[src/hw/glue_regs.svh]
// Constants for the processor bus decode glue: offsets, bits, resets and rates
`ifndef GLUE_REGS_SVH
`define GLUE_REGS_SVH

// ----------------------------------------
// Register map, byte addresses
// ----------------------------------------
`define OFF_CTRL       8'h00
`define OFF_LATCHES    8'h04
`define OFF_STATUS     8'h08
`define OFF_SWITCHES   8'h0C
`define OFF_ADDR       8'h10
`define CTRL_AUTO_ACQ  0
`define CTRL_LOCKED    1
`define CTRL_NARROW    2
`define CTRL_RST       3'h0

// ----------------------------------------
// Processor address map
// ----------------------------------------
`define RAM_TOP        16'h1FFF
`define RADIO_LO       16'hA170
`define RADIO_HI       16'hA172
`define PHONE_LO       16'hA0F0
`define PHONE_HI       16'hA0F2
`define BOARD_ADDR     16'hA1E7
`define PORT_A800      16'hA800
`define PORT_B000      16'hB000
`define PORT_B800      16'hB800
`define GROUP_MODEMS   3'h4

// ----------------------------------------
// Output latch bits and reset values
// ----------------------------------------
`define BIT_RTS        0
`define BIT_MOD_SEL    2
`define BIT_LOW_SPEED_TC 3
`define BIT_ACQ_FAST   6
`define LATCH_A800_RST 8'h00
`define LATCH_B000_RST 8'h45
`define LATCH_B800_RST 8'h00

// ----------------------------------------
// Rates
// ----------------------------------------
`define CLK_HZ                200000000
`define LOW_SPEED_BPS         150
`define HIGH_SPEED_WIDE_BPS   9600
`define HIGH_SPEED_NARROW_BPS 4800
`define LOW_SPEED_TICK_CYC    (`CLK_HZ / `LOW_SPEED_BPS)
`define HIGH_SPEED_WIDE_CYC   (`CLK_HZ / `HIGH_SPEED_WIDE_BPS)
`define HIGH_SPEED_NARROW_CYC (`CLK_HZ / `HIGH_SPEED_NARROW_BPS)

`endif

[src/hw/glue_pkg.sv]
// Types shared by the processor bus decode glue
`default_nettype none
package glue_pkg;
	typedef logic [7:0] byte_type;

	typedef struct packed {
		logic ram;
		logic radio_modem;
		logic phone_modem;
		logic modem_board;
		logic sw_b800;
		logic sw_b000;
		logic sw_a800;
		logic latch_b800;
		logic latch_b000;
		logic latch_a800;
	} sel_type;

	typedef enum logic [1:0] {
		RESP_OKAY   = 2'h0,
		RESP_SLVERR = 2'h2
	} axi_resp_type;
endpackage
`default_nettype wire

[src/hw/glue_bus_if.sv]
// Carrier between the glue core and its select decoder
`default_nettype none
interface glue_bus_if;
	import glue_pkg::*;
	logic [15:0] addr;
	logic        rd_n;
	logic        wr_n;
	sel_type     sel;
	modport decoder (input addr, input rd_n, input wr_n, output sel);
	modport core    (output addr, output rd_n, output wr_n, input sel);
endinterface
`default_nettype wire

[src/hw/rate_divider.sv]
// Clock-enable divider producing one-cycle ticks at a run-time period
`default_nettype none
module rate_divider #(
	parameter int W = 24
)(
	// Clock and reset
	input  wire logic         aclk,
	input  wire logic         aresetn,
	// Period in cycles and tick out
	input  wire logic [W-1:0] period,
	output logic              tick
);
	logic [W-1:0] cnt_reg;

	generate
		if (W < 2)
		begin : g_bad_width
			$error("rate_divider needs W of at least 2");
		end
	endgenerate

	always_ff @(posedge aclk)
	begin
		if (!aresetn)
		begin
			cnt_reg <= '0;
			tick    <= 1'b0;
		end
		else if (cnt_reg >= period - W'(1))
		begin
			cnt_reg <= '0;
			tick    <= 1'b1;
		end
		else
		begin
			cnt_reg <= cnt_reg + W'(1);
			tick    <= 1'b0;
		end
	end
endmodule
`default_nettype wire

[src/hw/addr_decoder.sv]
// Strobe-qualified device select decoder
`default_nettype none
`include "glue_regs.svh"
module addr_decoder (
	// Decode bus
	glue_bus_if.decoder bus
);
	import glue_pkg::*;

	function automatic sel_type decode(input logic [15:0] a, input logic rd_n, input logic wr_n);
		sel_type s;
		logic    rd;
		logic    wr;
		s  = '0;
		// Both strobes low is illegal: enable nothing
		rd = !rd_n && wr_n;
		wr = !wr_n && rd_n;
		if (a <= `RAM_TOP)
			s.ram = rd | wr;
		else if (a[13:11] == `GROUP_MODEMS)
		begin
			s.radio_modem = (rd | wr) && a >= `RADIO_LO && a <= `RADIO_HI;
			s.phone_modem = (rd | wr) && a >= `PHONE_LO && a <= `PHONE_HI;
			s.modem_board = (rd | wr) && a == `BOARD_ADDR;
		end
		else
		begin
			s.sw_a800    = rd && a == `PORT_A800;
			s.sw_b000    = rd && a == `PORT_B000;
			s.sw_b800    = rd && a == `PORT_B800;
			s.latch_a800 = wr && a == `PORT_A800;
			s.latch_b000 = wr && a == `PORT_B000;
			s.latch_b800 = wr && a == `PORT_B800;
		end
		return s;
	endfunction

	always_comb
	begin
		bus.sel = decode(bus.addr, bus.rd_n, bus.wr_n);
	end
endmodule
`default_nettype wire

[src/hw/glue_top.sv]
// Processor bus decode glue: address latch, selects, transceiver, latches
//
// The address map and the AXI4-Lite register port were decided locally.
`default_nettype none
`include "glue_regs.svh"
module glue_top #(
	parameter int LOW_SPEED_CYC         = `LOW_SPEED_TICK_CYC,
	parameter int HIGH_SPEED_WIDE_CYC   = `HIGH_SPEED_WIDE_CYC,
	parameter int HIGH_SPEED_NARROW_CYC = `HIGH_SPEED_NARROW_CYC
)(
	// Clock and reset
	input  wire logic                  aclk,
	input  wire logic                  aresetn,
	// AXI4-Lite slave
	input  wire logic [7:0]            s_axi_awaddr,
	input  wire logic                  s_axi_awvalid,
	output logic                       s_axi_awready,
	input  wire logic [31:0]           s_axi_wdata,
	input  wire logic [3:0]            s_axi_wstrb,
	input  wire logic                  s_axi_wvalid,
	output logic                       s_axi_wready,
	output glue_pkg::axi_resp_type     s_axi_bresp,
	output logic                       s_axi_bvalid,
	input  wire logic                  s_axi_bready,
	input  wire logic [7:0]            s_axi_araddr,
	input  wire logic                  s_axi_arvalid,
	output logic                       s_axi_arready,
	output logic [31:0]                s_axi_rdata,
	output glue_pkg::axi_resp_type     s_axi_rresp,
	output logic                       s_axi_rvalid,
	input  wire logic                  s_axi_rready,
	// Processor bus
	input  wire glue_pkg::byte_type    cpu_ad_in,
	output glue_pkg::byte_type         cpu_ad_out,
	output logic                       cpu_ad_oe,
	input  wire glue_pkg::byte_type    cpu_addr_hi,
	input  wire logic                  cpu_ale,
	input  wire logic                  program_fetch_strobe_n,
	input  wire logic                  cpu_rd_n,
	input  wire logic                  cpu_wr_n,
	output logic                       cpu_cts_n,
	output logic                       cpu_low_speed_rx,
	// Memories
	output logic [15:0]                mem_addr,
	output logic                       prog_oe_n,
	output logic                       ram_ce_n,
	output logic                       ram_oe_n,
	output logic                       ram_we_n,
	// Buffered data bus and peripherals
	input  wire glue_pkg::byte_type    buffered_data_bus_in,
	output glue_pkg::byte_type         buffered_data_bus_out,
	output logic                       buffered_data_bus_oe,
	output logic                       xcvr_to_cpu,
	output logic                       radio_modem_ce_n,
	output logic                       phone_modem_ce_n,
	output logic                       modem_board_ce_n,
	output logic [6:0]                 modem_board_addr,
	// Pins
	input  wire logic [23:0]           switch_closed,
	input  wire logic                  cts_n_pin,
	input  wire logic                  low_speed_rx_pin,
	// Station controls
	output logic [1:0]                 low_speed_data,
	output logic                       modulator_source_select,
	output logic                       high_speed_led_on,
	output logic                       high_speed_acq_fast,
	output logic                       rts_n,
	output logic                       low_speed_tc_slow,
	output logic                       low_speed_tick,
	output logic                       high_speed_tick
);
	import glue_pkg::*;

	generate
		if (LOW_SPEED_CYC < 2 || LOW_SPEED_CYC >= 2**24
			|| HIGH_SPEED_WIDE_CYC < 2 || HIGH_SPEED_WIDE_CYC >= 2**24
			|| HIGH_SPEED_NARROW_CYC < 2 || HIGH_SPEED_NARROW_CYC >= 2**24)
		begin : g_bad_rate
			$error("glue_top rate counts must lie in 2 .. 2**24-1");
		end
	endgenerate

	// ----------------------------------------
	// Pin synchronisers
	// ----------------------------------------
	logic [1:0]  cts_sync_reg;
	logic [1:0]  low_speed_sync_reg;
	logic [23:0] sw_meta_reg;
	logic [23:0] sw_sync_reg;

	always_ff @(posedge aclk)
	begin
		if (!aresetn)
		begin
			cts_sync_reg       <= 2'h3;
			low_speed_sync_reg <= 2'h0;
			sw_meta_reg        <= 24'h000000;
			sw_sync_reg        <= 24'h000000;
		end
		else
		begin
			cts_sync_reg       <= {cts_sync_reg[0], cts_n_pin};
			low_speed_sync_reg <= {low_speed_sync_reg[0], low_speed_rx_pin};
			sw_meta_reg        <= switch_closed;
			sw_sync_reg        <= sw_meta_reg;
		end
	end

	assign cpu_cts_n        = cts_sync_reg[1];
	assign cpu_low_speed_rx = low_speed_sync_reg[1];

	// Pull-ups: an open switch reads one
	logic [23:0] sw_value;
	assign sw_value = ~sw_sync_reg;

	// ----------------------------------------
	// Address latch and memories
	// ----------------------------------------
	logic [7:0] addr_lo_reg;

	always_ff @(posedge aclk)
	begin
		if (!aresetn)
			addr_lo_reg <= 8'h00;
		else if (cpu_ale)
			addr_lo_reg <= cpu_ad_in;
	end

	assign mem_addr         = {cpu_addr_hi, addr_lo_reg};
	assign prog_oe_n        = program_fetch_strobe_n;
	assign modem_board_addr = addr_lo_reg[6:0];

	// ----------------------------------------
	// Select decode
	// ----------------------------------------
	glue_bus_if bus ();

	assign bus.addr = mem_addr;
	assign bus.rd_n = cpu_rd_n;
	assign bus.wr_n = cpu_wr_n;

	addr_decoder u_decoder (
		.bus (bus.decoder)
	);

	assign ram_ce_n         = !bus.sel.ram;
	assign ram_oe_n         = cpu_rd_n;
	assign ram_we_n         = cpu_wr_n;
	assign radio_modem_ce_n = !bus.sel.radio_modem;
	assign phone_modem_ce_n = !bus.sel.phone_modem;
	assign modem_board_ce_n = !bus.sel.modem_board;

	// ----------------------------------------
	// Transceiver
	// ----------------------------------------
	// Data is registered, so it is valid one cycle after the strobe falls
	assign xcvr_to_cpu          = !cpu_rd_n;
	assign cpu_ad_oe            = !cpu_rd_n;
	assign buffered_data_bus_oe = cpu_rd_n;

	always_ff @(posedge aclk)
	begin
		if (!aresetn)
			cpu_ad_out <= 8'h00;
		else if (!cpu_rd_n)
		begin
			if (bus.sel.sw_b800)
				cpu_ad_out <= sw_value[23:16];
			else if (bus.sel.sw_b000)
				cpu_ad_out <= sw_value[15:8];
			else if (bus.sel.sw_a800)
				cpu_ad_out <= sw_value[7:0];
			else
				cpu_ad_out <= buffered_data_bus_in;
		end
	end

	always_ff @(posedge aclk)
	begin
		if (!aresetn)
			buffered_data_bus_out <= 8'h00;
		else if (!cpu_wr_n)
			buffered_data_bus_out <= cpu_ad_in;
	end

	// ----------------------------------------
	// Output latches
	// ----------------------------------------
	byte_type latch_a800_reg;
	byte_type latch_b000_reg;
	byte_type latch_b800_reg;

	always_ff @(posedge aclk)
	begin
		if (!aresetn)
		begin
			latch_a800_reg <= `LATCH_A800_RST;
			latch_b000_reg <= `LATCH_B000_RST;
			latch_b800_reg <= `LATCH_B800_RST;
		end
		else
		begin
			if (bus.sel.latch_a800)
				latch_a800_reg <= cpu_ad_in;
			if (bus.sel.latch_b000)
				latch_b000_reg <= cpu_ad_in;
			if (bus.sel.latch_b800)
				latch_b800_reg <= cpu_ad_in;
		end
	end

	logic [2:0] ctrl_reg;

	assign low_speed_data          = latch_b800_reg[1:0];
	assign modulator_source_select = latch_b000_reg[`BIT_MOD_SEL];
	assign high_speed_led_on       = !latch_b000_reg[`BIT_MOD_SEL];
	assign rts_n                   = latch_b000_reg[`BIT_RTS];
	assign low_speed_tc_slow       = latch_b000_reg[`BIT_LOW_SPEED_TC];

	// Auto mode lets software report lock instead of rewriting the latch
	always_ff @(posedge aclk)
	begin
		if (!aresetn)
			high_speed_acq_fast <= 1'b1;
		else if (ctrl_reg[`CTRL_AUTO_ACQ])
			high_speed_acq_fast <= !ctrl_reg[`CTRL_LOCKED];
		else
			high_speed_acq_fast <= latch_b000_reg[`BIT_ACQ_FAST];
	end

	// ----------------------------------------
	// Bit-rate enables
	// ----------------------------------------
	rate_divider #(.W(24)) u_low_speed_rate (
		.aclk    (aclk),
		.aresetn (aresetn),
		.period  (24'(LOW_SPEED_CYC)),
		.tick    (low_speed_tick)
	);

	rate_divider #(.W(24)) u_high_speed_rate (
		.aclk    (aclk),
		.aresetn (aresetn),
		.period  (ctrl_reg[`CTRL_NARROW] ? 24'(HIGH_SPEED_NARROW_CYC)
			: 24'(HIGH_SPEED_WIDE_CYC)),
		.tick    (high_speed_tick)
	);

	// ----------------------------------------
	// AXI4-Lite slave
	// ----------------------------------------
	function automatic logic reg_mapped(input logic [7:0] a);
		return a[7:2] <= `OFF_ADDR >> 2;
	endfunction

	logic        aw_got_reg;
	logic        w_got_reg;
	logic [7:0]  aw_addr_reg;
	logic [31:0] w_data_reg;
	logic [3:0]  w_strb_reg;
	logic        aw_fire;
	logic        w_fire;
	logic        do_write;
	logic [7:0]  wr_addr;
	logic [31:0] wr_data;
	logic [3:0]  wr_strb;

	assign s_axi_awready = !aw_got_reg && !s_axi_bvalid;
	assign s_axi_wready  = !w_got_reg && !s_axi_bvalid;
	assign aw_fire       = s_axi_awvalid && s_axi_awready;
	assign w_fire        = s_axi_wvalid && s_axi_wready;
	assign do_write      = (aw_got_reg || aw_fire) && (w_got_reg || w_fire) && !s_axi_bvalid;
	assign wr_addr       = aw_got_reg ? aw_addr_reg : s_axi_awaddr;
	assign wr_data       = w_got_reg ? w_data_reg : s_axi_wdata;
	assign wr_strb       = w_got_reg ? w_strb_reg : s_axi_wstrb;

	always_ff @(posedge aclk)
	begin
		if (!aresetn)
		begin
			aw_got_reg   <= 1'b0;
			w_got_reg    <= 1'b0;
			aw_addr_reg  <= 8'h00;
			w_data_reg   <= 32'h00000000;
			w_strb_reg   <= 4'h0;
			s_axi_bvalid <= 1'b0;
			s_axi_bresp  <= RESP_OKAY;
		end
		else if (do_write)
		begin
			aw_got_reg   <= 1'b0;
			w_got_reg    <= 1'b0;
			s_axi_bvalid <= 1'b1;
			s_axi_bresp  <= reg_mapped(wr_addr) ? RESP_OKAY : RESP_SLVERR;
		end
		else
		begin
			if (aw_fire)
			begin
				aw_got_reg  <= 1'b1;
				aw_addr_reg <= s_axi_awaddr;
			end
			if (w_fire)
			begin
				w_got_reg  <= 1'b1;
				w_data_reg <= s_axi_wdata;
				w_strb_reg <= s_axi_wstrb;
			end
			if (s_axi_bvalid && s_axi_bready)
				s_axi_bvalid <= 1'b0;
		end
	end

	always_ff @(posedge aclk)
	begin
		if (!aresetn)
			ctrl_reg <= `CTRL_RST;
		else if (do_write && wr_addr[7:2] == `OFF_CTRL >> 2 && wr_strb[0])
			ctrl_reg <= wr_data[2:0];
	end

	logic [31:0] rd_word;

	always_comb
	begin
		unique case (s_axi_araddr[7:2])
			`OFF_CTRL >> 2:     rd_word = {29'h0, ctrl_reg};
			`OFF_LATCHES >> 2:  rd_word = {8'h00, latch_b800_reg, latch_b000_reg, latch_a800_reg};
			`OFF_STATUS >> 2:   rd_word = {28'h0, !rts_n && !cpu_cts_n, high_speed_acq_fast,
				cpu_low_speed_rx, cpu_cts_n};
			`OFF_SWITCHES >> 2: rd_word = {8'h00, sw_value};
			`OFF_ADDR >> 2:     rd_word = {16'h0000, mem_addr};
			default:            rd_word = 32'h00000000;
		endcase
	end

	assign s_axi_arready = !s_axi_rvalid;

	always_ff @(posedge aclk)
	begin
		if (!aresetn)
		begin
			s_axi_rvalid <= 1'b0;
			s_axi_rdata  <= 32'h00000000;
			s_axi_rresp  <= RESP_OKAY;
		end
		else if (s_axi_arvalid && s_axi_arready)
		begin
			s_axi_rvalid <= 1'b1;
			s_axi_rdata  <= rd_word;
			s_axi_rresp  <= reg_mapped(s_axi_araddr) ? RESP_OKAY : RESP_SLVERR;
		end
		else if (s_axi_rready)
			s_axi_rvalid <= 1'b0;
	end
endmodule
`default_nettype wire

[config.mk]
export PLATFORM = sky130hd
export DESIGN_NAME = glue_top
export DESIGN_NICKNAME = d
export VERILOG_FILES = /design/src/hw/glue_pkg.sv /design/src/hw/glue_bus_if.sv /design/src/hw/rate_divider.sv /design/src/hw/addr_decoder.sv /design/src/hw/glue_top.sv
export VERILOG_INCLUDE_DIRS = /design/src /design/src/hw
export SDC_FILE = /design/constraint.sdc
export NUM_CORES = 1
export LEC_CHECK = 0
export BUFFER_PORTS_ARGS = -buffer_cell sky130_fd_sc_hd__buf_2
export CAP_MARGIN = 20
export CORE_MARGIN = 4
export CORE_UTILIZATION = 45
export DETAILED_ROUTE_END_ITERATION = 10
export PLACE_DENSITY = 0.79
export SYNTH_ARGS = -nofsm -noshare
export SYNTH_HDL_FRONTEND = slang
export SYNTH_SLANG_ARGS = --single-unit
[constraint.sdc]
create_clock -name aclk -period 4.7 [get_ports aclk]
set_clock_uncertainty 0.15 [all_clocks]
set_input_delay 0.94 -clock aclk [delete_from_list [all_inputs] [get_ports aclk]]
set_output_delay 0.94 -clock aclk [all_outputs]
set_load 0.005 [all_outputs]
==> Yosys cells after proc, flatten, opt, wreduce, memory -nomap -nowiden <==
Index checks and enable logic that the tools add are counted.
Widths: inputs -> output; s select.
{ "totals": {"register_bits": 206, "latch_bits": 0, "mem_bits_rw": 0, "romBits": 0, "output_inout_bits": 101, "elab_cells": 121, "mem_count": 0} }
{ "op_classes": {"addsub": 3, "mul": 0, "n_div": 0, "n_lt_le_gt_ge": 9, "n_eq_ne": 9, "shift": 0, "muxes": 21, "bitwise": 4, "reduce_logical": 49} }
{ "ops": {"columns": ["cell", "count"], "rows": [
  ["$pmux 24 s5", 1],
  ["$eq 16x16->1 const B", 4],
  ["$add 24x1->24 const B", 2],
  ["$ge 16x16->1 const B", 2],
  ["$le 16x16->1 const B", 2],
  ["$mux 8", 4],
  ["$ge 24x21->1 const B", 1],
  ["$ge 24x24->1", 1],
  ["$logic_and 1x1->1", 24],
  ["$not 24->24", 1],
  ["$sub 16x1->17 const B", 1],
  ["$le 16x13->1 const B", 1],
  ["$mux 16", 1],
  ["$logic_not 1->1", 14],
  ["$eq 6x2->1 const B", 2],
  ["$le 6x3->1 const B", 2],
  ["$logic_not 6->1", 2],
  ["$mux 1", 9],
  ["$mux 9", 1],
  ["$eq 6x1->1 const B", 1],
  ["$eq 6x3->1 const B", 1],
  ["$mux 3", 2],
  ["$mux 6", 1],
  ["$reduce_or 2->1", 3],
  ["7 further kinds", 12]
]} }

==> Depth between registers and ports, before layout <==
{ "logic_depth": {"word_depth": 10, "mapped_depth": 8} }

==> By module <==
From an unflattened synthesis, not the netlist that was laid out.
{ "hier_totals": {"hier_cells": 1115, "hier_area_um2": 10108.4} }
{ "modules_own_cells": {"columns": ["module", "n_inst", "cells_per_inst", "area_per_inst_um2"], "rows": [
  ["glue_top", 1, 607, 5746.8],
  ["rate_divider at u_low_speed_rate", 1, 235, 2127.0],
  ["rate_divider at u_high_speed_rate", 1, 230, 1940.6],
  ["addr_decoder", 1, 43, 294.0]
]} }

==> Worst setup path before layout <==
OpenSTA, ideal clock, no wires.
{ "synth_timing": {"path_type": "in2out", "start": "input port cpu_rd_n", "end": "output port modem_board_ce_n", "t_arrival_ns": 2.456, "slack_ns": 1.154, "path_stages": 6, "n_path_buf": 1, "path_cell_list": "inv_1 > clkbuf_1 > ha_1 > or4_1 > nor3_1 > nand4_1"} }
{ "synth_between": {"elab_chain_len": 7} }
{ "synth_rtl": {"columns": ["item", "line", "rtl"], "rows": [
  ["start: declaration", "glue_top.sv:39", "input wire logic cpu_rd_n,"],
  ["$logic_not 1->1", null, null],
  ["net cpu_ad_oe", "glue_top.sv:35", "output logic cpu_ad_oe,"],
  ["$logic_and 1x1->1", "addr_decoder.sv:16", "rd = !rd_n && wr_n;"],
  ["$or 1x1->1", "addr_decoder.sv:24", "s.modem_board = (rd | wr) && a == `BOARD_ADDR;"],
  ["$logic_and 1x1->1 (no line)", null, null],
  ["$mux 3", "addr_decoder.sv:20", "else if (a[13:11] == `GROUP_MODEMS)"],
  ["$mux 9", "addr_decoder.sv:18", "if (a <= `RAM_TOP)"],
  ["$logic_not 1->1", "glue_top.sv:151", "assign modem_board_ce_n = !bus.sel.modem_board;"],
  ["end: declaration", "glue_top.sv:56", "output logic modem_board_ce_n,"]
]} }
The timed path passes the listed nets, and every way through them passes these cells.

==> Worst setup path after layout <==
{ "layout_timing": {"start": "input port cpu_wr_n", "end": "output port modem_board_ce_n"} }
{ "layout_between": {"elab_chain_len": 7} }
{ "layout_rtl": {"columns": ["item", "line", "rtl"], "rows": [
  ["start: declaration", "glue_top.sv:40", "input wire logic cpu_wr_n,"],
  ["$logic_not 1->1", "addr_decoder.sv:17", "wr = !wr_n && rd_n;"],
  ["$logic_and 1x1->1", "addr_decoder.sv:17", null],
  ["$or 1x1->1 (*)", "addr_decoder.sv:24", null],
  ["$logic_and 1x1->1 (no line) (*)", null, null],
  ["$mux 3 (*)", "addr_decoder.sv:20", null],
  ["$mux 9 (*)", "addr_decoder.sv:18", null],
  ["$logic_not 1->1 (*)", "glue_top.sv:151", null]
]} }
Mark *: on every way between the ends. The rest lies on a longest branch, timed or not.

==> flow_metrics.tcl <==
set metrics [dict create \
    r2r_end "cpu_ad_out[1]" \
    power_density_mw_per_mm2 351 \
    post_cts_resize_count 0 \
    dieArea_mm2 0.0209 \
    synth_area_mm2 0.00838 \
    finalCritPeriodShare 0.771 \
    vias 7420 \
    synth_area_leaders "dfxtp_1 (46%), and2_1 (3.9%), mux2i_1 (3.6%)" \
    port_buffers 165 \
    syn2layout_area_growth_pct 16.5 \
    dp_hpwl_um 15800 \
    synth_edf_count 0 \
    status "finished clean" \
    path_clk_slew_ns 0.07 \
    arrival_ns 2.54 \
    coreArea_mm2 0.0181 \
    fmaxAchievable_ghz 0.276 \
    drt-wirelength-per-cell_um 17.6 \
    grtUsageTotal 0.211 \
    peakVddDrop_mv 0.263 \
    setup_violations 0 \
    synth-seq-cells 194 \
    antenna_found_initial 0 \
    yosysWarnings 0 \
    finalSetupTns_ns 0 \
    synthFlopType "dfxtp_1" \
    ctsLongestPathBuffers 2 \
    p_leak_nw 3.86 \
    critPathMaxFanout 11 \
    diodes 0 \
    hold_class "reg -> reg" \
    rsz0062_at_grt "no" \
    drive_above_1_share 0.214 \
    syn_inst 919 \
    min_period_ns 3.63 \
    tightest_slew_ns 0.953 \
    synthArstFlopShare 0 \
    fin_area_mm2 0.00975 \
    cts_num_sinks 194 \
    grt_max_degree 74 \
    worst_setup_path_start_kind "input pin" \
    crit_required_ns 3.61 \
    r2r_slack_ns 1.99 \
    gp_congestion 0.913 \
    placed_area_mm2 0.00917 \
    gr-total-overflow 0 \
    row_count 49 \
    cts_max_level 4 \
    chipHeight_um 144 \
    yosysMostFrequentCell "dfxtp_1" \
    reg2reg_from "addr_lo_reg[0]" \
    synth_top_cell_area_share 0.464 \
    clk_latency_ns 0.43 \
    cts_tree "done" \
    cts_setup_buffers 0 \
    die_x_um 144 \
    ys_types 61 \
    cp-startpoint "cpu_wr_n" \
    maxCapViolations 0 \
    crit_path_end "modem_board_ce_n" \
    grt_pass1_vias 6784 \
    synth_area_per_cell_um2 9.11 \
    yosysTopAreaCell "dfxtp_1" \
    totalPowerFinal_mw 3.42 \
    slew_viol_final 0 \
    cts_hold_buf 0 \
    nets 1167 \
    wl_um 22600 \
    ioPinCount 214 \
    cts_root_buffer "clkbuf_16" \
    cts-buffers-inserted 17 \
    drtPass1Iterations 5 \
    grt_first_pass_wirelength_um 34800 \
    drc_errors 0 \
    drt_iter0_drc 891 \
    nFillCells 1658 \
    rr_worst_depth 4 \
    ys_seq_area_frac 0.464 \
    final_antenna_net_count 0 \
    finalHoldViolCount 0 \
    initial_utilization 0.462 \
    critPathKind "in -> out" \
    utilization 0.538 \
    synth_common_cells "dfxtp_1 (194), nor2_1 (68), o21ai_0 (55), a21oi_1 (53), and2_1 (52)" \
    slew_headroom 0.360 \
    cp-end-kind "output pin" \
    vias_per_cell 5.79 \
]
-- layer usage --
layer / vias to the layer above / GRT usage / share of wire
met2: 390 / 0.330 / 0.46
met4: 0 / 0.0869 / 0.025
li1: 3525 / - / -
met3: 51 / 0.0526 / 0.099
met5: - / 0 / 0
met1: 3454 / 0.278 / 0.42
-- how the worst min path moves through the flow --
stage / start / endpoint / slack, ns / depth (start not counted)
after floorplan: cts_sync_reg[0] / cts_sync_reg[1] / 0.24 / 1
after global placement: sw_meta_reg[18] / sw_sync_reg[18] / 0.27 / 1
after detailed placement: sw_meta_reg[10] / sw_sync_reg[10] / 0.27 / 1
after CTS: sw_meta_reg[8] / sw_sync_reg[8] / 0.28 / 1
after global routing: sw_meta_reg[20] / sw_sync_reg[20] / 0.29 / 1
final: sw_meta_reg[8] / sw_sync_reg[8] / 0.28 / 1
-- cell type report --
class	instances	area, um^2	area share
clock buffers	22	484	0.0496
clock inverters	10	101	0.0104
inverters	28	105	0.0108
multi-input cells	624	3990	0.409
flip-flops and latches	194	3880	0.398
well taps	229	287	0.0294
repair buffers	175	901	0.0924
-- cells in the final DEF (no fill, tap or decap), types with 11 or more instances in the layout --
cell type | synthesis | layout
a21oi_1 | 53 | 53
a22oi_1 | 16 | 16
a311oi_1 | 12 | 12
and2_1 | 52 | 52
buf_2 | 4 | 165
clkbuf_16 | 0 | 17
conb_1 | 1 | 20
dfxtp_1 | 194 | 194
ha_1 | 14 | 14
inv_1 | 28 | 27
mux2i_1 | 30 | 30
nand2_1 | 36 | 36
nand3_1 | 41 | 41
nand3b_1 | 11 | 11
nor2_1 | 68 | 68
nor3_1 | 12 | 12
nor4_1 | 48 | 48
o21ai_0 | 55 | 54
o21ai_1 | 10 | 11
xnor2_1 | 19 | 19
-- power breakdown --
| part | internal [mW] | total [mW] | switching, mW |
|---|---|---|---|
| Clock | 0.791 | 1.41 | 0.624 |
| Combinational | 0.113 | 0.274 | 0.161 |
| Sequential | 1.70 | 1.74 | 0.0405 |
-- stage by stage --
| stage | hold WS (ns) | std cells | setup slack (ns) |
|---|---|---|---|
| after global placement | 0.265 | 1250 | 1.11 |
| after CTS | 0.283 | 1282 | 1.07 |
| after detailed placement | 0.268 | 1250 | 1.08 |
| after floorplan | 0.236 | 938 | 1.15 |
| final | 0.279 | 1282 | 1.07 |
| after global routing | 0.293 | 1282 | 0.958 |
-- cells by family (layout without fill, tap and decap cells) --
family,after synthesis,count (layout),synth area share
other,1,20,0.000448
XOR/XNOR,24,24,0.0251
multiplexers,33,33,0.0399
flip-flops,194,194,0.464
buffers and inverters,120,235,0.0687
AO/OA/AOI/OAI,203,203,0.156
adder cells (fa/ha/maj),14,14,0.0209
AND/OR/NAND/NOR,330,330,0.226
-- critical path, cell delays in order --
cell     delay (ns)
buf_2          0.27
ha_1           0.30
or4_1          0.45
nor3_1         0.27
nand4_1        0.13
buf_2          0.16
(Power assumes the default switching activity.)
